$ cat src/ifep_pkg.sv
// shared constants, types and helpers for the interrupt flag, enable and priority block
package ifep_pkg;

    localparam int unsigned REG_W      = 16;
    localparam int unsigned APB_AW     = 12;
    localparam int unsigned APB_DW     = 32;
    localparam int unsigned PRIO_W     = 3;
    localparam int unsigned PAIR_N     = 6;
    localparam int unsigned PRIO_SRC_N = 4;
    localparam int unsigned IDX_W      = 3;

    // byte addresses of the register words
    localparam logic [APB_AW-1:0] OFF_FLAGS_C = 12'h000;
    localparam logic [APB_AW-1:0] OFF_EN_A    = 12'h004;
    localparam logic [APB_AW-1:0] OFF_EN_B    = 12'h008;
    localparam logic [APB_AW-1:0] OFF_EN_C    = 12'h00c;
    localparam logic [APB_AW-1:0] OFF_PRIO_A  = 12'h010;

    typedef enum logic [IDX_W-1:0] {
        IFEP_IDX_FLAGS_C = 3'h0,
        IFEP_IDX_EN_A    = 3'h1,
        IFEP_IDX_EN_B    = 3'h2,
        IFEP_IDX_EN_C    = 3'h3,
        IFEP_IDX_PRIO_A  = 3'h4,
        IFEP_IDX_NONE    = 3'h7
    } ifep_idx_t;

    // implemented bit positions; all others read zero and ignore writes
    localparam logic [REG_W-1:0] FLAGS_C_MASK = 16'h07e1;
    localparam logic [REG_W-1:0] EN_A_MASK    = 16'h7fef;
    localparam logic [REG_W-1:0] EN_B_MASK    = 16'he87f;
    localparam logic [REG_W-1:0] EN_C_MASK    = 16'h07e1;
    localparam logic [REG_W-1:0] PRIO_A_MASK  = 16'h7777;

    localparam logic [REG_W-1:0] FLAGS_RST    = 16'h0000;
    localparam logic [REG_W-1:0] EN_RST       = 16'h0000;
    localparam logic [REG_W-1:0] PRIO_A_RST   = 16'h4444;

    localparam int unsigned PAIR_LSB = 5;
    localparam int unsigned CMP4_BIT = 0;

    // priority field low bits in the priority word
    localparam int unsigned TMR1_PRIO_LSB = 12;
    localparam int unsigned CMP1_PRIO_LSB = 8;
    localparam int unsigned CAP1_PRIO_LSB = 4;
    localparam int unsigned EXT0_PRIO_LSB = 0;

    // enable and flag bit of the same sources in bank a
    localparam int unsigned TMR1_BIT = 3;
    localparam int unsigned CMP1_BIT = 2;
    localparam int unsigned CAP1_BIT = 1;
    localparam int unsigned EXT0_BIT = 0;

    localparam logic [PRIO_W-1:0] PRIO_OFF = 3'h0;

    typedef struct packed {
        logic              psel;
        logic              penable;
        logic              pwrite;
        logic [APB_AW-1:0] paddr;
        logic [APB_DW-1:0] pwdata;
        logic [3:0]        pstrb;
    } ifep_apb_req_t;

    typedef struct packed {
        logic             wr;
        ifep_idx_t        idx;
        logic [REG_W-1:0] wmask;
        logic [REG_W-1:0] wdata;
    } ifep_wr_t;

    function automatic ifep_idx_t ifep_decode(input logic [APB_AW-1:0] addr);
        case (addr)
            OFF_FLAGS_C: ifep_decode = IFEP_IDX_FLAGS_C;
            OFF_EN_A:    ifep_decode = IFEP_IDX_EN_A;
            OFF_EN_B:    ifep_decode = IFEP_IDX_EN_B;
            OFF_EN_C:    ifep_decode = IFEP_IDX_EN_C;
            OFF_PRIO_A:  ifep_decode = IFEP_IDX_PRIO_A;
            default:     ifep_decode = IFEP_IDX_NONE;
        endcase
    endfunction : ifep_decode

    // merge a masked write into a register word
    function automatic logic [REG_W-1:0] ifep_merge(input logic [REG_W-1:0] old_v,
                                                    input logic [REG_W-1:0] new_v,
                                                    input logic [REG_W-1:0] wm,
                                                    input logic [REG_W-1:0] impl);
        ifep_merge = ((old_v & ~wm) | (new_v & wm)) & impl;
    endfunction : ifep_merge

endpackage : ifep_pkg

$ cat src/ifep_apb.sv
// apb slave front end: one wait-free access phase, registered answer
module ifep_apb (
    input  wire logic                           clk,
    input  wire logic                           rst,
    input  wire ifep_pkg::ifep_apb_req_t        req,
    input  wire logic [ifep_pkg::REG_W-1:0]     rd_word,
    output ifep_pkg::ifep_idx_t                 rd_idx,
    output ifep_pkg::ifep_wr_t                  wr,
    output logic                                pready_r,
    output logic                                pslverr_r,
    output logic [ifep_pkg::APB_DW-1:0]         prdata_r
);

    logic                setup;
    logic                access;
    logic                bad;
    ifep_pkg::ifep_idx_t idx;
    logic                pready_nxt;

    assign idx        = ifep_pkg::ifep_decode(req.paddr);
    assign bad        = (idx == ifep_pkg::IFEP_IDX_NONE);
    assign setup      = req.psel & ~req.penable;
    assign access     = req.psel & req.penable & pready_r;
    assign pready_nxt = setup;
    assign rd_idx     = idx;

    // only the two low byte lanes carry register bits
    assign wr.wr    = access & req.pwrite & ~pslverr_r;
    assign wr.idx   = idx;
    assign wr.wmask = {{8{req.pstrb[1]}}, {8{req.pstrb[0]}}};
    assign wr.wdata = req.pwdata[ifep_pkg::REG_W-1:0];

    always_ff @(posedge clk or posedge rst) begin
        if (rst) begin
            pready_r  <= 1'b0;
            pslverr_r <= 1'b0;
            prdata_r  <= '0;
        end else begin
            pready_r  <= pready_nxt;
            pslverr_r <= setup & bad;
            if (setup & ~req.pwrite) begin
                prdata_r <= {{(ifep_pkg::APB_DW-ifep_pkg::REG_W){1'b0}}, rd_word};
            end
        end
    end

endmodule : ifep_apb

$ cat src/ifep_pick.sv
// picks the highest-level live source and registers its level and index
module ifep_pick #(
    parameter int unsigned N  = 4,
    parameter int unsigned LW = 3,
    parameter int unsigned SW = 2
) (
    input  wire logic          clk,
    input  wire logic          rst,
    input  wire logic [N-1:0]    valid,
    input  wire logic [N*LW-1:0] levels,
    output logic                 req_r,
    output logic [LW-1:0]        level_r,
    output logic [SW-1:0]        src_r
);

    // ties go to the lowest index, keeping the choice stable
    function automatic logic [SW+LW:0] pick(input logic [N-1:0] v, input logic [N*LW-1:0] l);
        logic [LW-1:0] best;
        logic [SW-1:0] who;
        logic          any;
        best = '0;
        who  = '0;
        any  = 1'b0;
        for (int i = 0; i < N; i++) begin
            if (v[i] && (!any || l[i*LW +: LW] > best)) begin
                best = l[i*LW +: LW];
                who  = SW'(i);
                any  = 1'b1;
            end
        end
        pick = {any, best, who};
    endfunction : pick

    logic [SW+LW:0] res;

    assign res = pick(valid, levels);

    always_ff @(posedge clk or posedge rst) begin
        if (rst) begin
            req_r   <= 1'b0;
            level_r <= '0;
            src_r   <= '0;
        end else begin
            req_r   <= res[SW+LW];
            level_r <= res[SW+LW-1:SW];
            src_r   <= res[SW-1:0];
        end
    end

endmodule : ifep_pick

$ cat src/ifep_top.sv
// interrupt flag, enable and priority block with apb register access
module ifep_top (
    input  wire logic                            clk,
    input  wire logic                            rst,
    input  wire logic                            psel,
    input  wire logic                            penable,
    input  wire logic                            pwrite,
    input  wire logic [ifep_pkg::APB_AW-1:0]     paddr,
    input  wire logic [ifep_pkg::APB_DW-1:0]     pwdata,
    input  wire logic [3:0]                      pstrb,
    output logic      [ifep_pkg::APB_DW-1:0]     prdata,
    output logic                                 pready,
    output logic                                 pslverr,
    input  wire logic [ifep_pkg::PAIR_N-1:0]     pair_done_evt,
    input  wire logic                            comparator_four_evt,
    input  wire logic [ifep_pkg::REG_W-1:0]      flags_bank_a,
    input  wire logic [ifep_pkg::REG_W-1:0]      flags_bank_b,
    output logic      [ifep_pkg::REG_W-1:0]      req_bank_a,
    output logic      [ifep_pkg::REG_W-1:0]      req_bank_b,
    output logic      [ifep_pkg::REG_W-1:0]      req_bank_c,
    output logic                                 core_req,
    output logic      [ifep_pkg::PRIO_W-1:0]     core_level,
    output logic      [1:0]                      core_src
);

    ifep_pkg::ifep_apb_req_t             apb_req;
    ifep_pkg::ifep_wr_t                  wr;
    ifep_pkg::ifep_idx_t                 rd_idx;
    logic [ifep_pkg::REG_W-1:0]          rd_word;

    logic [ifep_pkg::REG_W-1:0]          flags_c_r;
    logic [ifep_pkg::REG_W-1:0]          flags_c_nxt;
    logic [ifep_pkg::REG_W-1:0]          en_a_r;
    logic [ifep_pkg::REG_W-1:0]          en_a_nxt;
    logic [ifep_pkg::REG_W-1:0]          en_b_r;
    logic [ifep_pkg::REG_W-1:0]          en_b_nxt;
    logic [ifep_pkg::REG_W-1:0]          en_c_r;
    logic [ifep_pkg::REG_W-1:0]          en_c_nxt;
    logic [ifep_pkg::REG_W-1:0]          prio_a_r;
    logic [ifep_pkg::REG_W-1:0]          prio_a_nxt;
    logic [ifep_pkg::REG_W-1:0]          set_c;
    logic [ifep_pkg::REG_W-1:0]          req_a_r;
    logic [ifep_pkg::REG_W-1:0]          req_b_r;
    logic [ifep_pkg::REG_W-1:0]          req_c_r;

    logic [ifep_pkg::PRIO_W-1:0]         lvl_tmr1;
    logic [ifep_pkg::PRIO_W-1:0]         lvl_cmp1;
    logic [ifep_pkg::PRIO_W-1:0]         lvl_cap1;
    logic [ifep_pkg::PRIO_W-1:0]         lvl_ext0;
    logic [ifep_pkg::PRIO_SRC_N-1:0]     prio_valid;
    logic [ifep_pkg::PRIO_SRC_N*ifep_pkg::PRIO_W-1:0] prio_levels;

    logic                                wr_flags;
    logic                                wr_en_a;
    logic                                wr_en_b;
    logic                                wr_en_c;
    logic                                wr_prio;

    assign apb_req = '{psel: psel, penable: penable, pwrite: pwrite,
                       paddr: paddr, pwdata: pwdata, pstrb: pstrb};

    ifep_apb u_apb (
        .clk       (clk),
        .rst       (rst),
        .req       (apb_req),
        .rd_word   (rd_word),
        .rd_idx    (rd_idx),
        .wr        (wr),
        .pready_r  (pready),
        .pslverr_r (pslverr),
        .prdata_r  (prdata)
    );

    assign wr_flags = wr.wr & (wr.idx == ifep_pkg::IFEP_IDX_FLAGS_C);
    assign wr_en_a  = wr.wr & (wr.idx == ifep_pkg::IFEP_IDX_EN_A);
    assign wr_en_b  = wr.wr & (wr.idx == ifep_pkg::IFEP_IDX_EN_B);
    assign wr_en_c  = wr.wr & (wr.idx == ifep_pkg::IFEP_IDX_EN_C);
    assign wr_prio  = wr.wr & (wr.idx == ifep_pkg::IFEP_IDX_PRIO_A);

    // hardware events; software can only clear what is not being set this cycle
    assign set_c = (ifep_pkg::REG_W'(pair_done_evt) << ifep_pkg::PAIR_LSB)
                 | (ifep_pkg::REG_W'(comparator_four_evt) << ifep_pkg::CMP4_BIT);

    assign flags_c_nxt = (wr_flags ? ifep_pkg::ifep_merge(flags_c_r, wr.wdata, wr.wmask, ifep_pkg::FLAGS_C_MASK)
                                   : flags_c_r)
                       | (set_c & ifep_pkg::FLAGS_C_MASK);
    assign en_a_nxt   = wr_en_a ? ifep_pkg::ifep_merge(en_a_r, wr.wdata, wr.wmask, ifep_pkg::EN_A_MASK)
                                : en_a_r;
    assign en_b_nxt   = wr_en_b ? ifep_pkg::ifep_merge(en_b_r, wr.wdata, wr.wmask, ifep_pkg::EN_B_MASK)
                                : en_b_r;
    assign en_c_nxt   = wr_en_c ? ifep_pkg::ifep_merge(en_c_r, wr.wdata, wr.wmask, ifep_pkg::EN_C_MASK)
                                : en_c_r;
    assign prio_a_nxt = wr_prio ? ifep_pkg::ifep_merge(prio_a_r, wr.wdata, wr.wmask, ifep_pkg::PRIO_A_MASK)
                                : prio_a_r;

    // read mux; stored words already hold zeros in unimplemented places
    assign rd_word = (rd_idx == ifep_pkg::IFEP_IDX_FLAGS_C) ? flags_c_r :
                     (rd_idx == ifep_pkg::IFEP_IDX_EN_A)    ? en_a_r    :
                     (rd_idx == ifep_pkg::IFEP_IDX_EN_B)    ? en_b_r    :
                     (rd_idx == ifep_pkg::IFEP_IDX_EN_C)    ? en_c_r    :
                     (rd_idx == ifep_pkg::IFEP_IDX_PRIO_A)  ? prio_a_r  : '0;

    always_ff @(posedge clk or posedge rst) begin
        if (rst) begin
            flags_c_r <= ifep_pkg::FLAGS_RST;
            en_a_r    <= ifep_pkg::EN_RST;
            en_b_r    <= ifep_pkg::EN_RST;
            en_c_r    <= ifep_pkg::EN_RST;
            prio_a_r  <= ifep_pkg::PRIO_A_RST;
        end else begin
            flags_c_r <= flags_c_nxt;
            en_a_r    <= en_a_nxt;
            en_b_r    <= en_b_nxt;
            en_c_r    <= en_c_nxt;
            prio_a_r  <= prio_a_nxt;
        end
    end

    // gated requests per bank; bank a/b flags arrive from the neighbouring flag registers
    always_ff @(posedge clk or posedge rst) begin
        if (rst) begin
            req_a_r <= '0;
            req_b_r <= '0;
            req_c_r <= '0;
        end else begin
            req_a_r <= flags_bank_a & en_a_r & ifep_pkg::EN_A_MASK;
            req_b_r <= flags_bank_b & en_b_r & ifep_pkg::EN_B_MASK;
            req_c_r <= flags_c_r & en_c_r;
        end
    end

    assign req_bank_a = req_a_r;
    assign req_bank_b = req_b_r;
    assign req_bank_c = req_c_r;

    assign lvl_tmr1 = prio_a_r[ifep_pkg::TMR1_PRIO_LSB +: ifep_pkg::PRIO_W];
    assign lvl_cmp1 = prio_a_r[ifep_pkg::CMP1_PRIO_LSB +: ifep_pkg::PRIO_W];
    assign lvl_cap1 = prio_a_r[ifep_pkg::CAP1_PRIO_LSB +: ifep_pkg::PRIO_W];
    assign lvl_ext0 = prio_a_r[ifep_pkg::EXT0_PRIO_LSB +: ifep_pkg::PRIO_W];

    // a zero level drops the source out of the pick entirely
    assign prio_valid[3] = flags_bank_a[ifep_pkg::TMR1_BIT] & en_a_r[ifep_pkg::TMR1_BIT]
                         & (lvl_tmr1 != ifep_pkg::PRIO_OFF);
    assign prio_valid[2] = flags_bank_a[ifep_pkg::CMP1_BIT] & en_a_r[ifep_pkg::CMP1_BIT]
                         & (lvl_cmp1 != ifep_pkg::PRIO_OFF);
    assign prio_valid[1] = flags_bank_a[ifep_pkg::CAP1_BIT] & en_a_r[ifep_pkg::CAP1_BIT]
                         & (lvl_cap1 != ifep_pkg::PRIO_OFF);
    assign prio_valid[0] = flags_bank_a[ifep_pkg::EXT0_BIT] & en_a_r[ifep_pkg::EXT0_BIT]
                         & (lvl_ext0 != ifep_pkg::PRIO_OFF);
    assign prio_levels   = {lvl_tmr1, lvl_cmp1, lvl_cap1, lvl_ext0};

    ifep_pick #(
        .N  (ifep_pkg::PRIO_SRC_N),
        .LW (ifep_pkg::PRIO_W),
        .SW (2)
    ) u_pick (
        .clk     (clk),
        .rst     (rst),
        .valid   (prio_valid),
        .levels  (prio_levels),
        .req_r   (core_req),
        .level_r (core_level),
        .src_r   (core_src)
    );

    property p_pair_set;
        @(posedge clk) disable iff (rst)
        (pair_done_evt != '0) |=>
            ((flags_c_r[ifep_pkg::PAIR_LSB +: ifep_pkg::PAIR_N] & $past(pair_done_evt)) == $past(pair_done_evt));
    endproperty
    a_pair_set: assert property (p_pair_set) else $error("pair done event lost");

    property p_cmp4_set;
        @(posedge clk) disable iff (rst)
        comparator_four_evt |=> flags_c_r[ifep_pkg::CMP4_BIT]
            ##1 (req_bank_c[ifep_pkg::CMP4_BIT] == $past(en_c_r[ifep_pkg::CMP4_BIT]));
    endproperty
    a_cmp4_set: assert property (p_cmp4_set) else $error("comparator four flag not set");

    property p_enable_gates;
        @(posedge clk) disable iff (rst)
        ##1 (req_bank_c == ($past(flags_c_r) & $past(en_c_r)));
    endproperty
    a_enable_gates: assert property (p_enable_gates) else $error("bank c request not flag and enable");

    property p_en_a_write;
        @(posedge clk) disable iff (rst)
        (wr_en_a && wr.wmask == 16'hffff) |=> (en_a_r == ($past(wr.wdata) & ifep_pkg::EN_A_MASK));
    endproperty
    a_en_a_write: assert property (p_en_a_write) else $error("bank a enable write wrong");

    property p_en_b_hold;
        @(posedge clk) disable iff (rst)
        !wr_en_b |=> $stable(en_b_r);
    endproperty
    a_en_b_hold: assert property (p_en_b_hold) else $error("bank b enable changed without write");

    property p_unimpl_zero;
        @(posedge clk) disable iff (rst)
        ((flags_c_r & ~ifep_pkg::FLAGS_C_MASK) == '0) && ((en_c_r & ~ifep_pkg::EN_C_MASK) == '0)
        && ((en_b_r & ~ifep_pkg::EN_B_MASK) == '0) && ((prio_a_r & ~ifep_pkg::PRIO_A_MASK) == '0);
    endproperty
    a_unimpl_zero: assert property (p_unimpl_zero) else $error("unimplemented bit set");

    property p_zero_level_silent;
        @(posedge clk) disable iff (rst)
        (lvl_tmr1 == ifep_pkg::PRIO_OFF && lvl_cmp1 == ifep_pkg::PRIO_OFF
         && lvl_cap1 == ifep_pkg::PRIO_OFF && lvl_ext0 == ifep_pkg::PRIO_OFF) |=> !core_req;
    endproperty
    a_zero_level_silent: assert property (p_zero_level_silent) else $error("request at level zero");

    property p_level_nonzero;
        @(posedge clk) disable iff (rst)
        core_req |-> (core_level != ifep_pkg::PRIO_OFF);
    endproperty
    a_level_nonzero: assert property (p_level_nonzero) else $error("core request without level");

    property p_timer_level;
        @(posedge clk) disable iff (rst)
        (prio_valid == 4'h8) |=> (core_req && core_src == 2'h3 && core_level == $past(lvl_tmr1));
    endproperty
    a_timer_level: assert property (p_timer_level) else $error("timer one level not forwarded");

    property p_reset_values;
        @(posedge clk) disable iff (rst)
        $fell(rst) |-> (prio_a_r == ifep_pkg::PRIO_A_RST && en_a_r == '0 && en_c_r == '0);
    endproperty
    a_reset_values: assert property (p_reset_values) else $error("reset value wrong");

    property p_need_all_three;
        @(posedge clk) disable iff (rst)
        // the registered source index was picked a cycle ago, from the eligibility of that cycle
        core_req |-> ((($past(prio_valid) >> core_src) & 4'h1) != 4'h0);
    endproperty
    a_need_all_three: assert property (p_need_all_three) else $error("request from an ineligible source");

    property p_set_beats_clear;
        @(posedge clk) disable iff (rst)
        (wr_flags && comparator_four_evt) |=> flags_c_r[ifep_pkg::CMP4_BIT];
    endproperty
    a_set_beats_clear: assert property (p_set_beats_clear) else $error("clear beat a hardware set");

endmodule : ifep_top

$ cat config.mk
export PLATFORM = sky130hd
export DESIGN_NAME = ifep_top
export DESIGN_NICKNAME = d
export VERILOG_FILES = /design/src/ifep_pkg.sv /design/src/ifep_apb.sv /design/src/ifep_pick.sv /design/src/ifep_top.sv
export SDC_FILE = /design/constraint.sdc
export NUM_CORES = 1
export LEC_CHECK = 0
export BUFFER_PORTS_ARGS = -buffer_cell sky130_fd_sc_hd__clkbuf_2
export CAP_MARGIN = 20
export CORE_MARGIN = 5
export CORE_UTILIZATION = 45
export DETAILED_ROUTE_END_ITERATION = 12
export HOLD_SLACK_MARGIN = 0.08
export PLACE_DENSITY = 0.87
export SLEW_MARGIN = 20
export SYNTH_ARGS = -nofsm -noshare
export SYNTH_HDL_FRONTEND = slang
export SYNTH_SLANG_ARGS = --single-unit
$ cat constraint.sdc
create_clock -name clk -period 3.6 [get_ports clk]
set_clock_uncertainty 0.05 [all_clocks]
set_input_delay 0.72 -clock clk [delete_from_list [all_inputs] [get_ports clk]]
set_output_delay 0.72 -clock clk [all_outputs]
set_load 0.02 [all_outputs]
Yosys cells after proc, flatten, opt, wreduce, memory -nomap -nowiden
Cells that the tools add are included.
W data, S select, Z words.
- output and inout bits: 88
- input port bits: 92
- word-level logic and storage cells: 99
- bits in registers: 125
- eq/ne operators: 9
- reduce and logical (&&, ||, !) cells: 15
- bitwise gates (word level): 40
- multiplexer cells: 18
- order comparisons: 3
- operators by type and width (kind ; number):
    $mux W16 ; 4
    $and A16 B16 Y16 ; 3
    $and A15 B15 Y15 ; 3
    $mux W15 ; 2
    $or A15 B15 Y15 ; 2
    $eq A12 B4 Y1 const B ; 2
    $and A11 B11 Y11 ; 2
    $or A11 B11 Y11 ; 2
    $and A1 B1 Y1 ; 20
    $and A16 B11 Y16 ; 1
    $not A16 Y16 ; 1
    $or A16 B11 Y16 ; 1
    $or A16 B16 Y16 ; 1
    $pmux W3 S5 ; 1
    $eq A12 B3 Y1 const B ; 1
    $eq A12 B5 Y1 const B ; 1
    $logic_not A12 Y1 ; 1
    $mux W3 ; 4
    $reduce_bool A3 Y1 ; 4
    $or A11 B1 Y11 ; 1
    $gt A3 B3 Y1 ; 3
    $eq A3 B2 Y1 const B ; 2
    $eq A3 B3 Y1 const B ; 2
    $mux W1 ; 5
    other kinds (7) ; 16

Depth between registers and ports, before layout
- word-level depth: 15
- mapped depth: 19
- depth with buffers taken out: 19

Hierarchy
Synthesis repeated with hierarchy kept, for this count alone.
- cell total of the unflattened synthesis: 479
- area, all modules: 5512.8 µm²
- modules (own cells, without submodules) (module ; seq. area each (µm²) ; cells each ; times used ; area each (µm²)):
    ifep_top ; 2082.0 ; 315 ; 1 ; 3754.9
    ifep_apb ; 450.4 ; 102 ; 1 ; 1186.1
    ifep_pick ; 150.1 ; 62 ; 1 ; 571.8

Least setup slack after synthesis
OpenSTA, ideal clock, no wires.
- path type: input -> register
- start: input flags_bank_a[0] (netlist name)
- end: register u_pick.level_r[1]
- setup slack: -613 ps
- arrival: 4080 ps
- buffers on the path: 0
- data required time: 3467 ps
- library setup time: 83 ps
- stages: 17
- path through: and2_1 > nand2_1 > ha_1 > and3_1 > a21oi_1 > o21a_1 > a21oi_1 > ha_1 > a211oi_1 > o22ai_2 > a221oi_1 > o21bai_1 > ha_1 > a211oi_1 > o21bai_2 > a32o_1 > o21ai_0
- cells in the longest elaborated chain, start to end: 15
- elaborated cells on any way between the ends: 21
- those cells by class: order compare (3); mux (7); bitwise (2); reduce/logical (9)
- RTL lines (element ; RTL line ; source):
    start, declared ; ifep_top.sv:16 ; input wire logic [ifep_pkg::REG_W-1:0] flags_bank_a,
    $and A1 B1 Y1 (*) ; ifep_top.sv:148 ; assign prio_valid[0] = flags_bank_a[ifep_pkg::EXT0_BIT] & en_a_r[ifep_pkg::EXT0_BIT]
    $and A1 B1 Y1 (*) ; ifep_top.sv:149 ; & (lvl_ext0 != ifep_pkg::PRIO_OFF);
    $mux W3 / $mux W1 (equally long branches) ; ifep_pick.sv:25 ; if (v[i] && (!any || l[i*LW +: LW] > best)) begin
    $gt A3 B3 Y1 / $logic_not A1 Y1 (equally long branches) ; ifep_pick.sv:25 ;
    $logic_or A1 B1 Y1 ; ifep_pick.sv:25 ;
    $logic_and A1 B1 Y1 ; ifep_pick.sv:25 ;
    $mux W3 / $mux W1 (equally long branches) ; ifep_pick.sv:25 ;
    $gt A3 B3 Y1 / $logic_not A1 Y1 (equally long branches) ; ifep_pick.sv:25 ;
    $logic_or A1 B1 Y1 ; ifep_pick.sv:25 ;
    $logic_and A1 B1 Y1 ; ifep_pick.sv:25 ;
    $mux W3 / $mux W1 (equally long branches) ; ifep_pick.sv:25 ;
    $gt A3 B3 Y1 / $logic_not A1 Y1 (equally long branches) ; ifep_pick.sv:25 ;
    $logic_or A1 B1 Y1 ; ifep_pick.sv:25 ;
    $logic_and A1 B1 Y1 ; ifep_pick.sv:25 ;
    $mux W3 (*) ; ifep_pick.sv:25 ;
    net u_pick.res[3] ; ifep_pick.sv:34 ; logic [SW+LW:0] res;
    end signal, assigned ; ifep_pick.sv:45 ; level_r <= res[SW+LW-1:SW];
    end, declared ; ifep_pick.sv:12 ; output logic [LW-1:0] level_r,
The timed path passes the listed nets; every way through them passes the cells marked *.
A chain may end at the register's enable or synchronous reset.

Worst setup path after layout
Ends and elaborated chain as after synthesis.

==> metrics <==
sw power 0.0005504 W; Starting Density 46.02%; Clock power frac 33.5%; critical path depth in cells 18; MaxCap Viol Count 0; worst endpoint data arrival time 4160 ps; Initial DRC Count 267; port buffer count 122; # H-tree levels 3; routed vias/inst 5.386; DRT Pass-1 Iters 5; Top delay family on crit path compound AO/OA/AOI/OAI gates; worst vdd ir 0.0001806 V; Synth area leader dfrtp_1; status finished with violations; Inserted Clock Buffers 9; fraction of layout instances using a drive strength above 1 38.17%; crit path capture type flip-flop; Sink Count 107; Internal Power 0.001512 W; Syn Std Cell Area 5011 sq um; antenna cells 0; Max-slew headroom 47.28%; Reg power frac 58.7%; Hold WC Path Type in -> async; Tot Pwr 0.002062 W; clock transition at the registers of the reported paths 100 ps; Total GRT Usage 20.31%; average cell area after synthesis 11.06 sq um; Distinct cells, synth 54; final worst setup slack -304.3 ps; Peak Freq 0.2561 GHz; EDFF count, synth 0; wire length per cell 17.91 um; CTS max path bufs 2; WP buf/inv 1; Synth-to-Final Area Change 22.35%; Synth Flop Type dfrtp_1; grt total ovfl 0; Reg2Reg Depth 17; Die Y 115.5 um; Hold Fails Final Rpt 0; aggregate negative setup slack -1271 ps; Synth top area share 51.44%; r2r setup slk -280 ps; io pins 180; fin crit share 108.5%; ANT nets after route 0; Skew-Pair Late Insertion Delay 380 ps; Crit Path Class in -> reg; ys async rst share 100.0%; Comb pwr share 7.8%; critical path fanouts, max 7; top post-synthesis cells by area dfrtp_1 51%, mux2_2 7.4%, buf_4 5.1%; fin crit period 3904 ps; # fillers 924; net switching fraction of the power 26.69%; Final Setup Violations 5; row count 38; largest net degree at the start of global routing 63; DRC viols 0; Total Wirelength 13260 um; number of global-route vias before repair 4156; die width 115.5 um; Ys Warns 0; Post-DP HPWL 9953 um; DP Cell Count 722; synth cell count leaders 103 x dfrtp_1, 34 x buf_4, 33 x and2_1, 33 x mux2_2, 32 x nand2_1; Post-Layout Cell Count 740; initial antenna violation count 0; Worst-Margin Slew 778.5 ps; area occupied by multi-input gates 2212 sq um; CP Launch Type input port; count leader, synth dfrtp_1; failing checks negative setup slack; Routability Congestion 0.9189; data required time of the worst path 3860 ps; TritonCTS clock tree yes; post-synthesis sequential area ratio 53.53%; core area 10890 sq um; Mapped Cells 453; Critical Path Start flags_bank_a[0]; FF+latch area 2683 sq um; Crit path largest cell delay 310 ps; CP dominant cell by count ha_4; worst reg2reg path endpoint u_pick.level_r[1]; Seq cells post-synth 107; critical-path cell list clkbuf_8 > and2_4 > nand2_4 > ha_4 > and3_4 > a21oi_4 > o21a_4 > a21oi_2 > ha_4 > a211oi_4 > o22ai_4 > a221oi_2 > o21bai_1 > ha_1 > a211oi_2 > o21bai_4 > a32o_1 > o21ai_2; RSZ-0062 raised after global routing yes; layout net count 696; leakage power 3.167 nW; Power per Cell Area 336.3 nW/um^2; Vias 3986; CP max-delay cell a211oi_2; CTS root buffer clkbuf_8; Slew Limit Fails 0; die footprint 13350 sq um; first-pass GRT wire length 21020 um
[per-layer routing]
layer | global-route usage (%) | share of wire, % | vias up
met5 | 0 | 0 | -
met4 | 8.685 | 1.9 | 0
met3 | 4.491 | 8.0 | 17
met2 | 33.60 | 50 | 178
met1 | 25.79 | 41 | 1966
li1 | - | - | 1825
[cell usage in the layout, fill, tap and decap left out, drive strengths merged, types with 3 or more instances in the layout]
cell    Yosys  routed
clkbuf      8     132
dfrtp     103     103
mux2       33      33
and2       33      33
conb        1      32
nand2      32      32
nor2       27      27
buf        39      25
o21ai      22      22
a21oi      20      20
inv        17      20
nand3      13      13
o31ai      12      12
ha          9       9
nor3        7       7
nand2b      6       6
a31oi       5       5
a22o        5       5
and3        5       5
a21o        4       4
a32o        4       4
dfstp       4       4
a32oi       3       3
nor2b       3       3
a22oi       3       3
nand4       3       3
o311a       3       3
a221oi      3       3
a211o       3       3
o21bai      3       3
nor3b       3       3
[kinds of logic after synthesis]
| family | count (synthesis) | share of synthesized area, % |
|---|---|---|
| flops | 107 | 53.53 |
| fa+ha+maj | 9 | 2.247 |
| compound gates | 102 | 14.01 |
| buf+inv | 64 | 7.615 |
| other cells | 1 | 0.07483 |
| simple gates | 135 | 14.46 |
| mux | 35 | 8.065 |
[worst reg2reg max path, cell delays in order, from the launching register on]
cell	delay, ps
dfrtp_1	400
and2_4	200
nand2_4	70
ha_4	280
and3_4	190
a21oi_4	50
o21a_4	240
a21oi_2	160
ha_4	230
a211oi_4	270
o22ai_4	140
a221oi_2	280
o21bai_1	160
ha_1	280
a211oi_2	310
o21bai_4	150
a32o_1	230
o21ai_2	120
[layout make-up]
type,count,share of cell area (%)
tap,140,2.857
sequential,107,43.76
clock inverter,6,0.7755
clock buffer,10,2.082
inverter,17,1.082
timing repair buffer,147,13.37
multi-input combinational,313,36.08
[what timing repair did]
item / 4_1_cts / 5_1_grt
buffers inserted: 2 / 0
endpoints found under the setup margin: 5 / 5
resized for setup: 3 / 5
cloned: 0 / 0
hold buffers: 0 / 0
pin swaps: 7 / 10
[through the flow]
stage	hold slack, ps	setup slack [ps]	instance area, sq um	util [%]
3_5_place_dp	425.2	-665.8	5893	54.13
4_1_cts	345.8	-232.6	6096	55.99
6_report	336.3	-304.3	6131	56.31
5_1_grt	366.8	-441.0	6131	56.31
3_3_place_gp	415.0	-457.1	5893	54.13
2_1_floorplan	411.5	-245.1	5238	-
[power groups by stage]
stage	Clock [W]	Sequential, W	Combinational (W)
after CTS	0.000709	0.00121	0.000161
after floorplan	0	0.00124	0.000111
after global placement	0	0.00123	0.000156
final	0.000691	0.00121	0.000161
after global routing	0.000758	0.00121	0.000179
after detailed placement	0	0.00123	0.000160
[worst max-delay path by stage]
stage | end | slack (ps)
finish | u_pick.level_r[1] | -300
global route | u_pick.level_r[1] | -440
CTS | u_pick.level_r[1] | -230
detailed placement | u_pick.level_r[1] | -670
global placement | u_pick.level_r[0] | -460
floorplan | u_pick.level_r[1] | -250
No activity file was read; power rests on OpenSTA's default activity.
